`src/rtl/dcl_lock_regs.svh`:
```
// Register offsets, field positions, reset values and codes of the converter register bank.
// Included by the package and by the top and reference-decode design files; holds definitions only.
`ifndef DCL_LOCK_REGS_SVH
`define DCL_LOCK_REGS_SVH

// ==========================================================================
// Device size.
`define DCL_CHANS          2
`define DCL_RES            12
`define DCL_FLD_W          2

// ==========================================================================
// Register addresses of the serial command port.
`define DCL_ADDR_W         5
`define DCL_A_VOL_DAC0     5'h00
`define DCL_A_VOL_REF      5'h08
`define DCL_A_VOL_PD       5'h09
`define DCL_A_VOL_GAIN     5'h0a
`define DCL_A_LOCK_STAT    5'h0b
`define DCL_A_NV_DAC0      5'h10
`define DCL_A_NV_REF       5'h18
`define DCL_A_NV_PD        5'h19
`define DCL_A_NV_GAIN      5'h1a

// ==========================================================================
// Output codes.
`define DCL_CODE_FULL      12'hfff
`define DCL_CODE_MID       12'h7ff
`define DCL_CODE_ZERO      12'h000
`define DCL_CODE_FULL_10   10'h3ff
`define DCL_CODE_MID_10    10'h1ff
`define DCL_CODE_FULL_8    8'hff
`define DCL_CODE_MID_8     8'h7f

// ==========================================================================
// Field positions and values.
`define DCL_GAIN_LSB       8
`define DCL_POR_BIT        7
`define DCL_SLAVE_ADDRESS_LOCK_BIT      7
`define DCL_LOCK_DL_OFS    1
`define DCL_LOCK_CL_OFS    0
`define DCL_BUS_ADDR_W     7
`define DCL_BUS_ADDR_RST   7'h60
`define DCL_SLAVE_ADDRESS_LOCK_RST      1'h1
`define DCL_REF_SUPPLY     2'h0
`define DCL_REF_BANDGAP    2'h1
`define DCL_REF_EXT_UNBUF  2'h2
`define DCL_REF_EXT_BUF    2'h3
`define DCL_PD_NORMAL      2'h0
`define DCL_WORD_W         16
`define DCL_WORD_ZERO      16'h0000
`define DCL_WORD_RESERVED  16'hffff

`endif

```
`src/rtl/dcl_pkg.sv`:
```
// Types shared by the converter register bank files.
// Assumes the constants header is on the include path.
`include "dcl_lock_regs.svh"

package dcl_pkg;

  // ==========================================================================
  // Command kinds on the serial command port.
  typedef enum logic [1:0] {
    DCL_CMD_WRITE,
    DCL_CMD_READ,
    DCL_CMD_ENABLE,
    DCL_CMD_DISABLE
  } dcl_cmd_t;

  // ==========================================================================
  // Phases of the register bank.
  typedef enum logic {
    DCL_RECALL,
    DCL_RUN
  } dcl_phase_t;

  // ==========================================================================
  // Whole state of the register bank.
  typedef struct packed {
    dcl_phase_t                                 phase;
    logic [`DCL_CHANS-1:0][`DCL_RES-1:0]        volDac;
    logic [`DCL_CHANS-1:0][`DCL_RES-1:0]        nvDac;
    logic [`DCL_CHANS-1:0][`DCL_FLD_W-1:0]      volRef;
    logic [`DCL_CHANS-1:0][`DCL_FLD_W-1:0]      nvRef;
    logic [`DCL_CHANS-1:0][`DCL_FLD_W-1:0]      volPd;
    logic [`DCL_CHANS-1:0][`DCL_FLD_W-1:0]      nvPd;
    logic [`DCL_CHANS-1:0]                      volGain;
    logic [`DCL_CHANS-1:0]                      nvGain;
    logic [`DCL_BUS_ADDR_W-1:0]                 busAddr;
    logic                                       slave_address_lock;
    logic [`DCL_CHANS-1:0]                      dataLock;
    logic [`DCL_CHANS-1:0]                      cfgLock;
    logic                                       porFlag;
    logic                                       rspValid;
    logic                                       rspNack;
    logic [`DCL_WORD_W-1:0]                     rdData;
  } dcl_state_t;

endpackage

```
`src/rtl/dcl_lock_decode.sv`:
```
// Turns one channel's pair of lock bits into four write permissions.
// Assumes the lock bits come from flip-flops of the register bank.
`timescale 1ns/10ps

module dcl_lock_decode (
  // Lock bits of the channel.
  input  wire logic dataLock,
  input  wire logic cfgLock,
  // Permissions.
  output logic      volCodeOk,
  output logic      nvCodeOk,
  output logic      volCfgOk,
  output logic      nvCfgOk
);
  import dcl_pkg::*;

  // ==========================================================================
  // Permission table.
  always_comb begin
    volCodeOk = !dataLock;
    nvCodeOk  = !dataLock && !cfgLock;
    volCfgOk  = !(dataLock && cfgLock);
    nvCfgOk   = !dataLock && !cfgLock;
  end

endmodule

```
`src/rtl/dcl_lock_top.sv`:
```
// Register bank and write-lock logic of a two-channel 12-bit voltage-output converter.
// Assumes commands arrive already decoded from the serial interface, synchronous to clk.
//
// Operation
// Address-lock set refuses changes to stored seven-bit slave address; clear allows them.
// Lock bits 11 block both code copies and both configuration copies.
// Lock bits 10 leave only volatile configuration writable.
// Lock bits 01 allow volatile code and configuration, reject nonvolatile copies.
// Lock bits 00 allow writes to every code and configuration location.
// Configuration means reference-select, power-down and gain bits of the channel.
// Each channel's two lock bits are readable in a lock status field.
// Output codes hold device resolution, right-aligned at bit 0 of the word.
// Code bits above the resolution are unimplemented and read zero.
// 12-bit full, mid and zero scale are FFFh, 7FFh and 000h.
// 10-bit full and mid scale are 3FFh and 1FFh, zero at zero.
// 8-bit full and mid scale are FFh and 7Fh, zero at zero.
// Reference-select register has two bits per channel, channel 0 lowest.
// Reference codes: 11 pin buffered, 10 pin unbuffered, 01 band gap, 00 supply.
// Band gap selection keeps the reference driven while the channel is powered down.
// Controller should pair supply reference with power-down for lowest current.
// Reference-select exists as volatile and nonvolatile copies with equal layout.
// Controller changes lock bits only with high-voltage pin raised plus enable/disable.
// Enable/disable at volatile code address moves config lock, nonvolatile moves data lock.
// Address-lock bit moves only by enable/disable naming the stored gain/address register.
// Power-on or brown-out keeps locks and copies stored codes into volatile codes.
// A write to a locked location leaves its contents unchanged.
`timescale 1ns/10ps
`include "dcl_lock_regs.svh"

module dcl_lock_top (
  // Clock and reset.
  input  wire logic                                  clk,
  input  wire logic                                  rst_n,
  // Supply events.
  input  wire logic                                  porEvent,
  input  wire logic                                  highVoltageCmdPin,
  // Command request.
  input  wire logic                                  cmdValid,
  output logic                                       cmdReady,
  input  wire dcl_pkg::dcl_cmd_t                     cmdKind,
  input  wire logic [`DCL_ADDR_W-1:0]                cmdAddr,
  input  wire logic [`DCL_WORD_W-1:0]                cmdData,
  // Command answer.
  output logic                                       rspValid,
  output logic                                       rspNack,
  output logic [`DCL_WORD_W-1:0]                     rdData,
  // Channel state.
  output logic [`DCL_CHANS-1:0][`DCL_RES-1:0]        outputCode,
  output logic [`DCL_CHANS-1:0][`DCL_FLD_W-1:0]      powerDownField,
  output logic [`DCL_CHANS-1:0]                      outputGainBit,
  output logic [`DCL_CHANS-1:0][`DCL_FLD_W-1:0]      lockStatusField,
  output logic [`DCL_CHANS-1:0]                      refUseExtPin,
  output logic [`DCL_CHANS-1:0]                      refUseBandGap,
  output logic [`DCL_CHANS-1:0]                      refUseSupply,
  output logic [`DCL_CHANS-1:0]                      refBufferOn,
  output logic [`DCL_CHANS-1:0]                      refDriveOn,
  // Bus address.
  output logic [`DCL_BUS_ADDR_W-1:0]                 storedBusAddressBits,
  output logic                                       slaveAddressLock
);
  import dcl_pkg::*;

  // ==========================================================================
  // Reset release.
  logic [1:0] rstPipe;
  logic       rstSync;

  always_ff @(posedge clk or negedge rst_n) begin
    if (!rst_n) begin
      rstPipe <= 2'h0;
    end else begin
      rstPipe <= {rstPipe[0], 1'b1};
    end
  end

  assign rstSync = rstPipe[1];

  // ==========================================================================
  // Address decoding.
  function automatic logic [`DCL_CHANS-1:0] chanHit(input logic [`DCL_ADDR_W-1:0] a,
                                                   input logic [`DCL_ADDR_W-1:0] base);
    logic [`DCL_CHANS-1:0] hit;
    hit = '0;
    for (int ch = 0; ch < `DCL_CHANS; ch++) begin
      hit[ch] = (a == base + `DCL_ADDR_W'(ch));
    end
    return hit;
  endfunction

  // ==========================================================================
  // State.
  localparam dcl_state_t RESET_STATE = '{
    phase:    DCL_RECALL,
    volDac:   {`DCL_CHANS{`DCL_CODE_MID}},
    nvDac:    {`DCL_CHANS{`DCL_CODE_MID}},
    volRef:   '0,
    nvRef:    '0,
    volPd:    '0,
    nvPd:     '0,
    volGain:  '0,
    nvGain:   '0,
    busAddr:  `DCL_BUS_ADDR_RST,
    slave_address_lock:    `DCL_SLAVE_ADDRESS_LOCK_RST,
    dataLock: '0,
    cfgLock:  '0,
    porFlag:  1'b1,
    rspValid: 1'b0,
    rspNack:  1'b0,
    rdData:   `DCL_WORD_ZERO
  };

  dcl_state_t q;
  dcl_state_t d;

  logic [`DCL_CHANS-1:0] volCodeOk;
  logic [`DCL_CHANS-1:0] nvCodeOk;
  logic [`DCL_CHANS-1:0] volCfgOk;
  logic [`DCL_CHANS-1:0] nvCfgOk;

  // ==========================================================================
  // Per-channel decoders.
  for (genvar g = 0; g < `DCL_CHANS; g++) begin : gChan
    dcl_lock_decode uLock (
      .dataLock   (q.dataLock[g]),
      .cfgLock    (q.cfgLock[g]),
      .volCodeOk  (volCodeOk[g]),
      .nvCodeOk   (nvCodeOk[g]),
      .volCfgOk   (volCfgOk[g]),
      .nvCfgOk    (nvCfgOk[g])
    );
    dcl_ref_decode uRef (
      .refSel     (q.volRef[g]),
      .pdSel      (q.volPd[g]),
      .useExtPin  (refUseExtPin[g]),
      .useBandGap (refUseBandGap[g]),
      .useSupply  (refUseSupply[g]),
      .bufferOn   (refBufferOn[g]),
      .refDriveOn (refDriveOn[g])
    );
  end

  // ==========================================================================
  // Next state.
  logic [`DCL_CHANS-1:0] hitVolDac;
  logic [`DCL_CHANS-1:0] hitNvDac;
  logic                  refused;
  logic                  mapped;
  logic                  lockCmd;

  always_comb begin
    d          = q;
    d.rspValid = 1'b0;
    d.rspNack  = 1'b0;
    hitVolDac  = chanHit(cmdAddr, `DCL_A_VOL_DAC0);
    hitNvDac   = chanHit(cmdAddr, `DCL_A_NV_DAC0);
    refused    = 1'b0;
    lockCmd    = (cmdKind == DCL_CMD_ENABLE);
    mapped     = (|hitVolDac) || (|hitNvDac) || (cmdAddr == `DCL_A_VOL_REF) ||
                 (cmdAddr == `DCL_A_VOL_PD) || (cmdAddr == `DCL_A_VOL_GAIN) ||
                 (cmdAddr == `DCL_A_LOCK_STAT) || (cmdAddr == `DCL_A_NV_REF) ||
                 (cmdAddr == `DCL_A_NV_PD) || (cmdAddr == `DCL_A_NV_GAIN);
    case (q.phase)
      DCL_RECALL: begin
        d.volDac  = q.nvDac;
        d.volRef  = q.nvRef;
        d.volPd   = q.nvPd;
        d.volGain = q.nvGain;
        d.porFlag = 1'b1;
        d.phase   = DCL_RUN;
      end
      DCL_RUN: begin
        if (porEvent) begin
          d.phase = DCL_RECALL;
        end else if (cmdValid) begin
          d.rspValid = 1'b1;
          case (cmdKind)
            DCL_CMD_WRITE: begin
              if (!mapped || (cmdAddr == `DCL_A_LOCK_STAT)) begin
                refused = 1'b1;
              end
              for (int ch = 0; ch < `DCL_CHANS; ch++) begin
                if (hitVolDac[ch]) begin
                  if (volCodeOk[ch]) d.volDac[ch] = cmdData[`DCL_RES-1:0];
                  else refused = 1'b1;
                end
                if (hitNvDac[ch]) begin
                  if (nvCodeOk[ch]) d.nvDac[ch] = cmdData[`DCL_RES-1:0];
                  else refused = 1'b1;
                end
                if (cmdAddr == `DCL_A_VOL_REF || cmdAddr == `DCL_A_VOL_PD ||
                    cmdAddr == `DCL_A_VOL_GAIN) begin
                  if (!volCfgOk[ch]) begin
                    refused = 1'b1;
                  end else if (cmdAddr == `DCL_A_VOL_REF) begin
                    d.volRef[ch] = cmdData[ch*`DCL_FLD_W +: `DCL_FLD_W];
                  end else if (cmdAddr == `DCL_A_VOL_PD) begin
                    d.volPd[ch] = cmdData[ch*`DCL_FLD_W +: `DCL_FLD_W];
                  end else begin
                    d.volGain[ch] = cmdData[`DCL_GAIN_LSB+ch];
                  end
                end
                if (cmdAddr == `DCL_A_NV_REF || cmdAddr == `DCL_A_NV_PD ||
                    cmdAddr == `DCL_A_NV_GAIN) begin
                  if (!nvCfgOk[ch]) begin
                    refused = 1'b1;
                  end else if (cmdAddr == `DCL_A_NV_REF) begin
                    d.nvRef[ch] = cmdData[ch*`DCL_FLD_W +: `DCL_FLD_W];
                  end else if (cmdAddr == `DCL_A_NV_PD) begin
                    d.nvPd[ch] = cmdData[ch*`DCL_FLD_W +: `DCL_FLD_W];
                  end else begin
                    d.nvGain[ch] = cmdData[`DCL_GAIN_LSB+ch];
                  end
                end
              end
              if (cmdAddr == `DCL_A_NV_GAIN) begin
                if (!q.slave_address_lock) d.busAddr = cmdData[`DCL_BUS_ADDR_W-1:0];
                else refused = 1'b1;
              end
            end
            DCL_CMD_READ: begin
              d.rdData = `DCL_WORD_ZERO;
              if (!mapped) begin
                d.rdData = `DCL_WORD_RESERVED;
                refused  = 1'b1;
              end else if (cmdAddr == `DCL_A_VOL_REF) begin
                d.rdData = `DCL_WORD_W'(q.volRef);
              end else if (cmdAddr == `DCL_A_NV_REF) begin
                d.rdData = `DCL_WORD_W'(q.nvRef);
              end else if (cmdAddr == `DCL_A_VOL_PD) begin
                d.rdData = `DCL_WORD_W'(q.volPd);
              end else if (cmdAddr == `DCL_A_NV_PD) begin
                d.rdData = `DCL_WORD_W'(q.nvPd);
              end else if (cmdAddr == `DCL_A_VOL_GAIN) begin
                d.rdData = (`DCL_WORD_W'(q.volGain) << `DCL_GAIN_LSB) |
                           (`DCL_WORD_W'(q.porFlag) << `DCL_POR_BIT);
                d.porFlag = 1'b0;
              end else if (cmdAddr == `DCL_A_NV_GAIN) begin
                d.rdData = (`DCL_WORD_W'(q.nvGain) << `DCL_GAIN_LSB) |
                           (`DCL_WORD_W'(q.slave_address_lock) << `DCL_SLAVE_ADDRESS_LOCK_BIT) | `DCL_WORD_W'(q.busAddr);
              end else if (cmdAddr == `DCL_A_LOCK_STAT) begin
                for (int ch = 0; ch < `DCL_CHANS; ch++) begin
                  d.rdData[ch*`DCL_FLD_W + `DCL_LOCK_DL_OFS] = q.dataLock[ch];
                  d.rdData[ch*`DCL_FLD_W + `DCL_LOCK_CL_OFS] = q.cfgLock[ch];
                end
              end else begin
                for (int ch = 0; ch < `DCL_CHANS; ch++) begin
                  if (hitVolDac[ch]) d.rdData = `DCL_WORD_W'(q.volDac[ch]);
                  if (hitNvDac[ch]) d.rdData = `DCL_WORD_W'(q.nvDac[ch]);
                end
              end
            end
            default: begin
              if (!highVoltageCmdPin) begin
                refused = 1'b1;
              end else if (|hitVolDac) begin
                for (int ch = 0; ch < `DCL_CHANS; ch++) begin
                  if (hitVolDac[ch]) d.cfgLock[ch] = lockCmd;
                end
              end else if (|hitNvDac) begin
                for (int ch = 0; ch < `DCL_CHANS; ch++) begin
                  if (hitNvDac[ch]) d.dataLock[ch] = lockCmd;
                end
              end else if (cmdAddr == `DCL_A_NV_GAIN) begin
                d.slave_address_lock = lockCmd;
              end else begin
                refused = 1'b1;
              end
            end
          endcase
          d.rspNack = refused;
        end
      end
      default: begin
        d.phase = DCL_RECALL;
      end
    endcase
  end

  always_ff @(posedge clk or negedge rstSync) begin
    if (!rstSync) begin
      q <= RESET_STATE;
    end else begin
      q <= d;
    end
  end

  // ==========================================================================
  // Outputs.
  always_comb begin
    cmdReady             = (q.phase == DCL_RUN) && !porEvent;
    rspValid             = q.rspValid;
    rspNack              = q.rspNack;
    rdData               = q.rdData;
    outputCode           = q.volDac;
    powerDownField       = q.volPd;
    outputGainBit        = q.volGain;
    storedBusAddressBits = q.busAddr;
    slaveAddressLock     = q.slave_address_lock;
    for (int ch = 0; ch < `DCL_CHANS; ch++) begin
      lockStatusField[ch] = {q.dataLock[ch], q.cfgLock[ch]};
    end
  end

  // ==========================================================================
  // Checks.
  logic wrTaken;
  logic rdTaken;
  assign wrTaken = cmdValid && cmdReady && (cmdKind == DCL_CMD_WRITE);
  assign rdTaken = cmdValid && cmdReady && (cmdKind == DCL_CMD_READ);

  a_addr_locked: assert property (@(posedge clk) disable iff (!rstSync)
    q.slave_address_lock |=> $stable(q.busAddr))
    else $error("Stored bus address changed while locked.");

  a_full_lock: assert property (@(posedge clk) disable iff (!rstSync)
    (wrTaken && q.dataLock[0] && q.cfgLock[0] && cmdAddr == `DCL_A_VOL_REF)
      |=> $stable(q.volRef[0]) && rspNack)
    else $error("Fully locked channel accepted a configuration write.");

  a_cfg_only: assert property (@(posedge clk) disable iff (!rstSync)
    (wrTaken && q.dataLock[0] && !q.cfgLock[0] && cmdAddr == `DCL_A_VOL_PD)
      |=> q.volPd[0] == $past(cmdData[`DCL_FLD_W-1:0]))
    else $error("Volatile power-down not written under partial lock.");

  a_nv_reject: assert property (@(posedge clk) disable iff (!rstSync)
    (wrTaken && !q.dataLock[0] && q.cfgLock[0] && cmdAddr == `DCL_A_NV_DAC0)
      |=> $stable(q.nvDac[0]) && rspValid && rspNack)
    else $error("Stored code changed under volatile-only lock.");

  a_open_write: assert property (@(posedge clk) disable iff (!rstSync)
    (wrTaken && !q.dataLock[0] && !q.cfgLock[0] && cmdAddr == `DCL_A_NV_DAC0)
      |=> q.nvDac[0] == $past(cmdData[`DCL_RES-1:0]) && !rspNack)
    else $error("Unlocked stored code write was lost.");

  a_lock_cmd: assert property (@(posedge clk) disable iff (!rstSync)
    (cmdValid && cmdReady && cmdKind == DCL_CMD_ENABLE && highVoltageCmdPin &&
     cmdAddr == `DCL_A_NV_DAC0) |=> lockStatusField[0][`DCL_LOCK_DL_OFS] && rspValid && !rspNack)
    else $error("Data lock not set by enable command.");

  a_code_clip: assert property (@(posedge clk) disable iff (!rstSync)
    (rdTaken && cmdAddr == `DCL_A_VOL_DAC0)
      |=> rspValid && rdData[`DCL_WORD_W-1:`DCL_RES] == '0)
    else $error("Unimplemented code bits read nonzero.");

  a_recall_copy: assert property (@(posedge clk) disable iff (!rstSync)
    (q.phase == DCL_RUN && porEvent)
      |=> (q.phase == DCL_RECALL) ##1 (q.volDac == q.nvDac && $stable(q.dataLock) && $stable(q.cfgLock)))
    else $error("Recall did not copy stored codes or disturbed locks.");

  a_bandgap_on: assert property (@(posedge clk) disable iff (!rstSync)
    (q.volRef[0] == `DCL_REF_BANDGAP && q.volPd[0] != `DCL_PD_NORMAL) |-> refDriveOn[0])
    else $error("Band gap reference dropped in power-down.");

endmodule

```
`src/rtl/dcl_ref_decode.sv`:
```
// Decodes one channel's reference-select and power-down fields into analog controls.
// Assumes both fields come from flip-flops of the register bank.
`timescale 1ns/10ps
`include "dcl_lock_regs.svh"

module dcl_ref_decode (
  // Fields of the channel.
  input  wire logic [1:0] refSel,
  input  wire logic [1:0] pdSel,
  // Analog controls.
  output logic            useExtPin,
  output logic            useBandGap,
  output logic            useSupply,
  output logic            bufferOn,
  output logic            refDriveOn
);
  import dcl_pkg::*;

  // ==========================================================================
  // Source and buffer selection.
  always_comb begin
    useExtPin  = (refSel == `DCL_REF_EXT_BUF) || (refSel == `DCL_REF_EXT_UNBUF);
    useBandGap = (refSel == `DCL_REF_BANDGAP);
    useSupply  = (refSel == `DCL_REF_SUPPLY);
    bufferOn   = (refSel == `DCL_REF_EXT_BUF) || useBandGap;
    refDriveOn = useBandGap || (bufferOn && (pdSel == `DCL_PD_NORMAL));
  end

endmodule

```
`config.mk`:
```
export PLATFORM = sky130hd
export DESIGN_NAME = dcl_lock_top
export DESIGN_NICKNAME = d
export VERILOG_FILES = /design/src/rtl/dcl_pkg.sv /design/src/rtl/dcl_lock_decode.sv /design/src/rtl/dcl_lock_top.sv /design/src/rtl/dcl_ref_decode.sv
export VERILOG_INCLUDE_DIRS = /design/src /design/src/rtl
export SDC_FILE = /design/constraint.sdc
export NUM_CORES = 1
export LEC_CHECK = 0
export BUFFER_PORTS_ARGS = -buffer_cell sky130_fd_sc_hd__buf_2
export CAP_MARGIN = 20
export CORE_MARGIN = 5
export CORE_UTILIZATION = 59
export CTS_BUF_LIST = sky130_fd_sc_hd__clkbuf_2 sky130_fd_sc_hd__clkbuf_4 sky130_fd_sc_hd__clkbuf_8
export DETAILED_ROUTE_END_ITERATION = 12
export PLACE_DENSITY = 0.85
export SYNTH_ARGS = -nofsm -noshare
export SYNTH_HDL_FRONTEND = slang
export SYNTH_SLANG_ARGS = --single-unit
```
`constraint.sdc`:
```
create_clock -name clk -period 4.2 [get_ports clk]
set_clock_uncertainty 0.2 [all_clocks]
set_input_delay 0.21 -clock clk [delete_from_list [all_inputs] [get_ports clk]]
set_output_delay 0.21 -clock clk [all_outputs]
set_load 0.01 [all_outputs]
```
==> results of run 1 <==
==> stage by stage <==
step / std cells / instance area, um^2 / util / total power (W)
final: 743 / 6180 / 0.638 / 0.00208
after detailed placement: 709 / 5810 / 0.600 / 0.00148
after global placement: 709 / 5810 / 0.600 / 0.00146
after floorplan: 581 / 5830 / - / 0.00142
after CTS: 743 / 6180 / 0.638 / 0.00208
after global routing: 743 / 6180 / 0.638 / 0.00217
==> logic make-up after synthesis <==
kind of cell | Yosys count
AND/OR/NAND/NOR | 169
AO/OA/AOI/OAI | 140
flip-flops | 99
buffers and inverters | 106
multiplexers | 66
other | 1
==> area by class of cell <==
| cell class | count | area (um^2) | area share |
|---|---|---|---|
| timing repair buffer | 116 | 681 | 0.110 |
| inverter | 3 | 11.3 | 0.00182 |
| clock inverter | 4 | 32.5 | 0.00526 |
| tap | 133 | 166 | 0.0269 |
| clock buffer | 12 | 159 | 0.0257 |
| multi-input combinational | 376 | 2590 | 0.419 |
| sequential | 99 | 2540 | 0.411 |
==> where the power goes <==
| group | switching (W) | internal, W | total, W |
|---|---|---|---|
| Combinational | 0.000207 | 0.000154 | 0.000362 |
| Sequential | 0.0000739 | 0.00104 | 0.00111 |
| Clock | 0.000347 | 0.000258 | 0.000605 |
| Total | 0.000628 | 0.00145 | 0.00208 |
==> cell usage in the layout, fill, tap and decap left out, types with 3 or more instances in the layout <==
master,count
inv_1,3
a211oi_1,5
dlygate4sd3_1,18
mux2_4,10
nor3_2,3
buf_2,94
nand2b_1,5
clkbuf_8,11
nor2_1,48
nand3_1,12
mux2i_1,16
o21ai_0,29
o22ai_1,3
and2_1,6
mux2_2,38
o221ai_1,7
or3_1,4
o2bb2ai_1,6
nand2_1,36
a21oi_1,50
nor2b_1,29
a2bb2oi_1,3
a221o_1,8
o211ai_1,4
dfrtp_1,50
o32a_1,3
buf_4,4
dfstp_2,48
a31oi_1,5
and3_1,7
==> state kept, by name, indices dropped and copies added, names as in the netlist, 2 cells and up <==
register and flops:
q 40, outputCode 24, rdData 13, storedBusAddressBits 7, lockStatusField 4, powerDownField 4, outputGainBit 2, rstPipe 2
==> worst max-delay path by stage <==
stage	start	to	slack [ns]
CTS	porEvent	q[62]	1.13
floorplan	rstPipe[1]	lockStatusField[0]	1.12
detailed placement	porEvent	q[62]	1.28
finish	porEvent	q[62]	1.08
global route	porEvent	q[62]	1.04
global placement	porEvent	q[62]	1.33
==> per-layer routing <==
layer	vias up	share of wire
met5	-	0
met4	0	0.031
met3	44	0.10
met2	279	0.46
met1	2267	0.40
li1	2057	-
==> what timing repair did <==
action | CTS | global route
endpoints found under the hold margin | 62 | 0
hold buffers | 18 | 0
endpoints found under the setup margin | 0 | 0
==> worst min-delay path, cell delays in order <==
cell,delay [ns]
buf_2,0.16
nand4_1,0.10
mux2_2,0.16
==> impl_metrics.ini, run 1 <==
[run_status]
status = finished clean

[synth]
synth-compound-area-share = 0.157
synth_top_area_share = 0.219
syn-num-nets = 609
synthAdderAreaFrac = 0
yosysMostFrequentCell = buf_4
synth-async-reset-ratio = 1.00
yosys_warnings = 0
yosysSeqAreaShare = 0.435
ys_types = 63
yosys.area.top_type = dfrtp_1
yosys-top-cells-area = dfrtp_1, dfstp_2, buf_4, mux2_2, a21oi_1
ys.flop_type = dfrtp_1
synth-edff-count = 0
avgSynthCellArea_um2 = 10.0
synthTopCellsByCount = buf_4, dfrtp_1, a21oi_1
synthSimpleGateAreaFrac = 0.152
syn_area_um2 = 5830
synthMuxAreaShare = 0.134
synth_top_family_by_area = compound AO/OA/AOI/OAI gates
syn_inst = 581
ys_ff_latch = 99
yosys.area_share.xor_xnor = 0

[global_routing]
grt_max_degree = 81
grt-busiest-layer = met2
grt_pass1_vias = 4471
track_usage = 0.260
antenna_found_initial = 0
grt_pass1_wl_um = 23800
gr-total-overflow = 0
use_met1 = 0.358
grt.met3_usage = 0.0517
grtUsageMet2 = 0.400

[timing]
timing.hold.ws_ns = 0.0858
max_slew_margin = 0.327
hold_viol = 0
max_freq_mhz = 320
setup_violations = 0
finalCriticalPeriod_ns = 3.12
worst_slew_pin_slew_ns = 1.01
slew_violations = 0
fin_ws_ns = 1.08
rsz0062_at_grt = false
period_share = 0.744
setup_tns_ns = 0

[worst_setup_path]
cp_num_buf_inv = 2
cp_slowest_cell = nand3_1
worst_ep_required_time_ns = 4.27
worst-path-stages = 6
crit_type = primary input to register
worst_ep_arrival_time_ns = 3.20
reg2reg_depth = 4
r2r_end = q[62]
cp_top_family = simple AND/OR/NAND/NOR gates
r2r_slack_ns = 1.29
cpPeakStageDelay_ns = 0.73
cp_cell_sequence = dlygate4sd3_1 > buf_2 > and3b_1 > and2_1 > nand3_1 > mux2_2
timing.rr.start = q[99]
cp-start-kind = primary input
path_max_fanout = 13
end_kind = register

[floorplanning]
start_util = 0.602
die_area_um2 = 12000
io_pins = 99
design.core.area_um2 = 9680
fp-row-count = 36
die_w_um = 109
die_h_um = 109

[drt]
ant_nets = 0
drc = 0
first_pass_iters = 6
drtIter0Drc = 599
dr_total_vias = 4647
viasPerCell = 6.25
wl_per_cell_um = 20.6
drt_wl_total_um = 15300

[clock_tree]
numCtsBuffers = 9
htreeDepth = 3
clk_pin_slew_ns = 0.09
post_cts_buffers = 0
ctsRootBufferMaster = clkbuf_8
clk_latency_ns = 0.38
clock_sinks = 99
postCtsResizedCells = 0
cts.path.max_buffers = 2
cts_tree = built

[worst_hold_path]
holdPathEnd = lockStatusField[1]
min_path_type = primary input to register
hp-start = cmdKind[1]
holdPathStages = 3

[cells_and_area]
fin_nets = 633
num-fill-cells = 741
drive_gt1_frac = 0.372
synthToLayoutAreaGrowth_pct = 6.08
diodes = 0

[placement]
globalplace.congestion = 0.919
dp_hpwl_um = 10500
dp_slack_ns = 1.28
port_buffers = 94

[flow_run]
cap_violations = 0

[power_and_ir_drop]
ir_drop_uv = 151
leakagePower_nw = 2.69
powerDensity_nw_per_um2 = 337
Note: power is estimated with default switching activity, not from simulation.
==> inputs of run 2 (changes only) <==
--- a/config.mk
+++ b/config.mk
@@ -6,13 +6,14 @@
 export SDC_FILE = /design/constraint.sdc
 export NUM_CORES = 1
 export LEC_CHECK = 0
+export ABC_AREA = 1
 export BUFFER_PORTS_ARGS = -buffer_cell sky130_fd_sc_hd__buf_2
 export CAP_MARGIN = 20
 export CORE_MARGIN = 5
-export CORE_UTILIZATION = 59
+export CORE_UTILIZATION = 53
 export CTS_BUF_LIST = sky130_fd_sc_hd__clkbuf_2 sky130_fd_sc_hd__clkbuf_4 sky130_fd_sc_hd__clkbuf_8
 export DETAILED_ROUTE_END_ITERATION = 12
-export PLACE_DENSITY = 0.85
+export PLACE_DENSITY = 0.81
 export SYNTH_ARGS = -nofsm -noshare
 export SYNTH_HDL_FRONTEND = slang
 export SYNTH_SLANG_ARGS = --single-unit
==> constraint.sdc (replaced) <==
create_clock -name clk -period 2.87 [get_ports clk]
set_clock_uncertainty 0.2 [all_clocks]
set_input_delay 0.1435 -clock clk [delete_from_list [all_inputs] [get_ports clk]]
set_output_delay 0.1435 -clock clk [all_outputs]
set_load 0.01 [all_outputs]
==> run 2 against run 1 <==
Against the previous run:
- critical endpoint is now q[44]
- core utilization is 5.9 points lower
- non-clock buffer count is 4 higher
- global-route usage is 2.1 points lower
- setup slack worse by 0.41 ns
- synthesized area hardly changed
- via count is 8.7% higher
- routed wire length is 0.69% lower
- die area is 10% higher
- count of clock-buffer cells in the layout is 1 lower
==> impl_metrics.ini, run 2 <==
[clock_tree]
cts.path.max_buffers = 2
cts_tree = built
clk_pin_slew_ns = 0.09
htreeDepth = 3
numCtsBuffers = 9
clk_latency_ns = 0.37
post_cts_buffers = 0
ctsRootBufferMaster = clkbuf_8
clock_sinks = 99

[timing]
finalCriticalPeriod_ns = 2.20
fin_ws_ns = 0.666
period_share = 0.768
hold_viol = 0
slew_violations = 0
max_freq_mhz = 454
timing.hold.ws_ns = 0.0477
rsz0062_at_grt = false
worst_slew_pin_slew_ns = 0.530
setup_violations = 0
setup_tns_ns = 0
max_slew_margin = 0.646

[power_and_ir_drop]
ir_drop_uv = 294
powerDensity_nw_per_um2 = 473
leakagePower_nw = 2.92

[drt]
drt_wl_total_um = 15200
dr_total_vias = 5049
viasPerCell = 5.39
wl_per_cell_um = 16.2
ant_nets = 0
drc = 0
first_pass_iters = 7
drtIter0Drc = 562

[synth]
yosys.area.top_type = dfrtp_1
ys_ff_latch = 99
syn_area_um2 = 5830
ys.flop_type = dfrtp_1
avgSynthCellArea_um2 = 7.72
yosysSeqAreaShare = 0.436
yosys-top-cells-area = dfrtp_1, dfstp_2, nand2_1, buf_4, o21ai_0
syn-num-nets = 783
synth-edff-count = 0
ys_types = 39
yosysMostFrequentCell = nand2_1
syn_inst = 755
yosys_warnings = 0
synth_top_area_share = 0.219
synth-async-reset-ratio = 1.00
synthTopCellsByCount = nand2_1, inv_1, buf_4

[worst_setup_path]
path_max_fanout = 10
r2r_slack_ns = 0.90
cp-start-kind = primary input
end_kind = register
worst_ep_arrival_time_ns = 2.25
worst_ep_required_time_ns = 2.92
crit_type = primary input to register

[floorplanning]
die_area_um2 = 13200
die_w_um = 115
io_pins = 99
die_h_um = 115
fp-row-count = 38
design.core.area_um2 = 10800
start_util = 0.540

[cells_and_area]
fin_nets = 820
largest_register = q
diodes = 0
synthToLayoutAreaGrowth_pct = 7.39
drive_gt1_frac = 0.253
num-fill-cells = 967
largest_register_ffs = 40
final_common_cell = nand2_1
final_cell_mix = nand2_1, buf_2, inv_1

[placement]
dp_slack_ns = 0.839
port_buffers = 94
dp_hpwl_um = 11000
globalplace.congestion = 0.946

[run_status]
status = finished clean

[global_routing]
antenna_found_initial = 0
grt_max_degree = 72
grt_pass1_wl_um = 24800
track_usage = 0.239
gr-total-overflow = 0
grt_pass1_vias = 4894

[worst_hold_path]
min_path_type = register to asynchronous set/reset pin

[flow_run]
cap_violations = 0
run 2: changes by cell type after synthesis, moves of 8 or more:
cell      change
nor2_1       +14
nand3_1      +14
o21ai_1       +9
inv_1        +79
o21ai_0      +35
a221o_1       -8
nor2b_1      -29
mux2i_1      -16
nand2_1     +166
mux2_2       -38
mux2_4       -10
a21oi_1      -25
clkbuf_1     -11
run 2: worst paths after layout:
check	from	to	cells past startpoint
max in group asynchronous	rstPipe[1]	outputCode[21]	1
hold / removal	rstPipe[1]	q[43]	0
setup reg to reg	lockStatusField[2]	q[72]	5
setup / recovery	cmdKind[1]	q[44]	10
hold reg to reg	rstPipe[1]	q[43]	0
min in group clk	highVoltageCmdPin	rspNack	5
run 2: repair_timing:
action                    CTS  global route
hold buffers               18             0
hold endpoints to repair   71             0
resized for setup           0             0
run 2: cells by family (layout without fill, tap and decap cells):
group / after synthesis / after routing / share of synthesized area
AND/OR/NAND/NOR: 334 / 334 / 0.255
flip-flops: 99 / 99 / 0.436
buffers and inverters: 184 / 226 / 0.174
other: 1 / 1 / 0.000644
AO/OA/AOI/OAI: 137 / 137 / 0.134
run 2: per-layer routing:
| metal | global-route usage | share of wire | vias to the layer above |
|---|---|---|---|
| li1 | - | - | 2419 |
| met1 | 0.320 | 0.41 | 2355 |
| met5 | 0 | 0 | - |
| met2 | 0.389 | 0.48 | 242 |
| met4 | 0.0782 | 0.027 | 0 |
| met3 | 0.0505 | 0.081 | 33 |
run 2: worst max-delay path: stages:
cell and delay, ns:
dlygate4sd3_1 0.53, buf_2 0.14, nor2_1 0.30, inv_1 0.15, nor2_4 0.30, inv_1 0.12
nor2_1 0.24, nand2_1 0.16, nand2_1 0.10, o21ai_0 0.08
run 2: metrics by stage:
step / total power (W) / std cells / area (um^2) / util
2_1_floorplan: 0.00197 / 755 / 5830 / -
3_3_place_gp: 0.00202 / 903 / 5870 / 0.544
3_5_place_dp: 0.00203 / 903 / 5870 / 0.544
4_1_cts: 0.00296 / 937 / 6260 / 0.580
5_1_grt: 0.00310 / 937 / 6260 / 0.580
6_report: 0.00296 / 937 / 6260 / 0.580
run 2: final cells by class:
| type | instances | area (um^2) | share of cell area |
|---|---|---|---|
| Tap cell | 140 | 175 | 0.0280 |
| Sequential cell | 99 | 2540 | 0.406 |
| Clock buffer | 11 | 145 | 0.0232 |
| Clock inverter | 5 | 60.1 | 0.00960 |
| Multi-Input combinational cell | 472 | 2270 | 0.363 |
| Inverter | 90 | 339 | 0.0542 |
| Timing Repair Buffer | 120 | 723 | 0.116 |
run 2: power breakdown:
part           switching (W)  internal [W]  total, W
Combinational       0.000290      0.000181  0.000472
Sequential         0.0000631       0.00149   0.00156
Clock               0.000495      0.000440  0.000935
==> inputs of run 3 (changes only) <==
--- a/config.mk
+++ b/config.mk
@@ -10,10 +10,10 @@
 export BUFFER_PORTS_ARGS = -buffer_cell sky130_fd_sc_hd__buf_2
 export CAP_MARGIN = 20
 export CORE_MARGIN = 5
-export CORE_UTILIZATION = 53
+export CORE_UTILIZATION = 59
 export CTS_BUF_LIST = sky130_fd_sc_hd__clkbuf_2 sky130_fd_sc_hd__clkbuf_4 sky130_fd_sc_hd__clkbuf_8
 export DETAILED_ROUTE_END_ITERATION = 12
-export PLACE_DENSITY = 0.81
+export PLACE_DENSITY = 0.85
 export SYNTH_ARGS = -nofsm -noshare
 export SYNTH_HDL_FRONTEND = slang
 export SYNTH_SLANG_ARGS = --single-unit
==> constraint.sdc (replaced) <==
create_clock -name clk -period 2.1 [get_ports clk]
set_clock_uncertainty 0.2 [all_clocks]
set_input_delay 0.105 -clock clk [delete_from_list [all_inputs] [get_ports clk]]
set_output_delay 0.105 -clock clk [all_outputs]
set_load 0.01 [all_outputs]
==> run 3 against run 2 <==
Against the previous run:
- sequential cell count unchanged
- register-to-register slack worse by 0.67 ns
- global-route usage is 4.5 points higher
- largest cell class unchanged
- power grew 43%
==> impl_metrics.ini, run 3 (synthesis gave the netlist of run 2 again) <==
[timing]
period_share = 0.974
setup_violations = 0
hold_viol = 0
setup_tns_ns = 0
finalCriticalPeriod_ns = 2.04
max_freq_mhz = 489
slew_violations = 0
rsz0062_at_grt = false

[clock_tree]
clk_latency_ns = 0.37
clk_pin_slew_ns = 0.10
cts_tree = built
cts.path.max_buffers = 2
numCtsBuffers = 9
clock_sinks = 99
ctsRootBufferMaster = clkbuf_8
post_cts_buffers = 0
htreeDepth = 3

[floorplanning]
start_util = 0.602
design.core.area_um2 = 9680
io_pins = 99
die_h_um = 109
die_w_um = 109
die_area_um2 = 12000
fp-row-count = 36

[power_and_ir_drop]
powerDensity_nw_per_um2 = 658
power.share.clock = 0.336
internal-power_w = 0.00304
leakagePower_nw = 3.03
switchingPower_w = 0.00121
seq_power_share = 0.502
comb_power_share = 0.162
ir_drop_uv = 540
switching_share = 0.285

[global_routing]
track_usage = 0.284
gr-total-overflow = 0
antenna_found_initial = 0
grt_max_degree = 36
grt_pass1_vias = 5049
grt_pass1_wl_um = 26000

[worst_setup_path]
cp-start-kind = primary input
cp_slowest_cell = dlygate4sd3_1
worst_ep_required_time_ns = 2.20
crit_type = primary input to register
cpMostUsedCell = nor2_1
path_max_fanout = 4
end_kind = register
worst_ep_arrival_time_ns = 2.15
cp_cell_sequence = dlygate4sd3_1 > buf_2 > nor2_1 > inv_1 > nor2_1 > nor3b_1 > nor2_1 > a21oi_1
cpPeakStageDelay_ns = 0.54

[cells_and_area]
fin_nets = 837
num-fill-cells = 829
stdcell_count = 947
final_cell_mix = nand2_1, buf_2, inv_1
largest_register_ffs = 40
synthToLayoutAreaGrowth_pct = 10.6
diodes = 0
largest_register = q
final_common_cell = nand2_1
drive_gt1_frac = 0.269

[drt]
viasPerCell = 5.44
routed-wl-met3_um = 1280
first_pass_iters = 5
drc = 0
dr_total_vias = 5152
routed.top_layer = met4
ant_nets = 0
drtIter0Drc = 421
wl_per_cell_um = 17.0
wl_met1_um = 6700
wl_met2_um = 7660
drt_wl_total_um = 16100

[placement]
dp.cells = 912
port_buffers = 94
globalplace.congestion = 1.01
dp_hpwl_um = 11900

[flow_run]
cap_violations = 0

[run_status]
status = finished clean

[worst_hold_path]
min_path_type = register to asynchronous set/reset pin
run 3: power by group through the flow:
stage	clock network [W]	registers, W	logic [W]
floorplan	0	0.00215	0.000535
global placement	0	0.00215	0.000646
detailed placement	0	0.00216	0.000657
CTS	0.00144	0.00213	0.000687
global route	0.00152	0.00215	0.000760
finish	0.00143	0.00213	0.000687
run 3: layout make-up:
| class | instances | area (um^2) | share of cell area |
|---|---|---|---|
| clock buffer | 11 | 145 | 0.0225 |
| timing repair buffer | 137 | 882 | 0.137 |
| sequential | 99 | 2540 | 0.394 |
| clock inverter | 5 | 85.1 | 0.0132 |
| tap | 133 | 166 | 0.0258 |
| multi-input combinational | 472 | 2290 | 0.355 |
| inverter | 90 | 339 | 0.0526 |
run 3: routing by layer:
layer | up-vias | track usage
li1 | 2453 | -
met1 | 2426 | 0.375
met2 | 241 | 0.472
met3 | 32 | 0.0435
met4 | 0 | 0.114
met5 | - | 0
run 3: final timing paths:
kind | from | depth (start not counted) | slack (ns) | to
max | cmdKind[1] | 8 | 0.06 | q[31]
min | rstPipe[1] | 0 | 0.08 | rdData[14]
max reg2reg | lockStatusField[1] | 6 | 0.23 | q[31]
min reg2reg | rstPipe[1] | 0 | 0.08 | rdData[14]
max in group asynchronous | rstPipe[1] | 1 | 0.96 | q[52]
min in group clk | cmdAddr[3] | 7 | 0.12 | lockStatusField[1]
run 3: stage by stage:
stage | hold slack [ns] | area (um^2) | util | setup slack [ns] | total power [W]
detailed placement | -0.305 | 6010 | 0.620 | 0.227 | 0.00282
floorplan | -0.391 | 5830 | - | 0.282 | 0.00269
CTS | 0.103 | 6430 | 0.664 | 0.0148 | 0.00426
global placement | -0.309 | 6010 | 0.620 | 0.272 | 0.00280
finish | 0.0810 | 6440 | 0.666 | 0.0554 | 0.00424
global route | 0.134 | 6440 | 0.666 | 0.0400 | 0.00443
run 3: worst max-delay path, delay by kind of cell:
kind / cells / cell delay [ns]
and+or+nand+nor: 4 / 1.09
buffers and inverters: 3 / 0.83
AOI/OAI and AO/OA: 1 / 0.12
run 3: repair_timing:
action / in CTS / in global routing
setup endpoints to repair: 0 / 11
hold endpoints to repair: 77 / 0
gates resized for setup: 0 / 5
hold buffers: 19 / 0
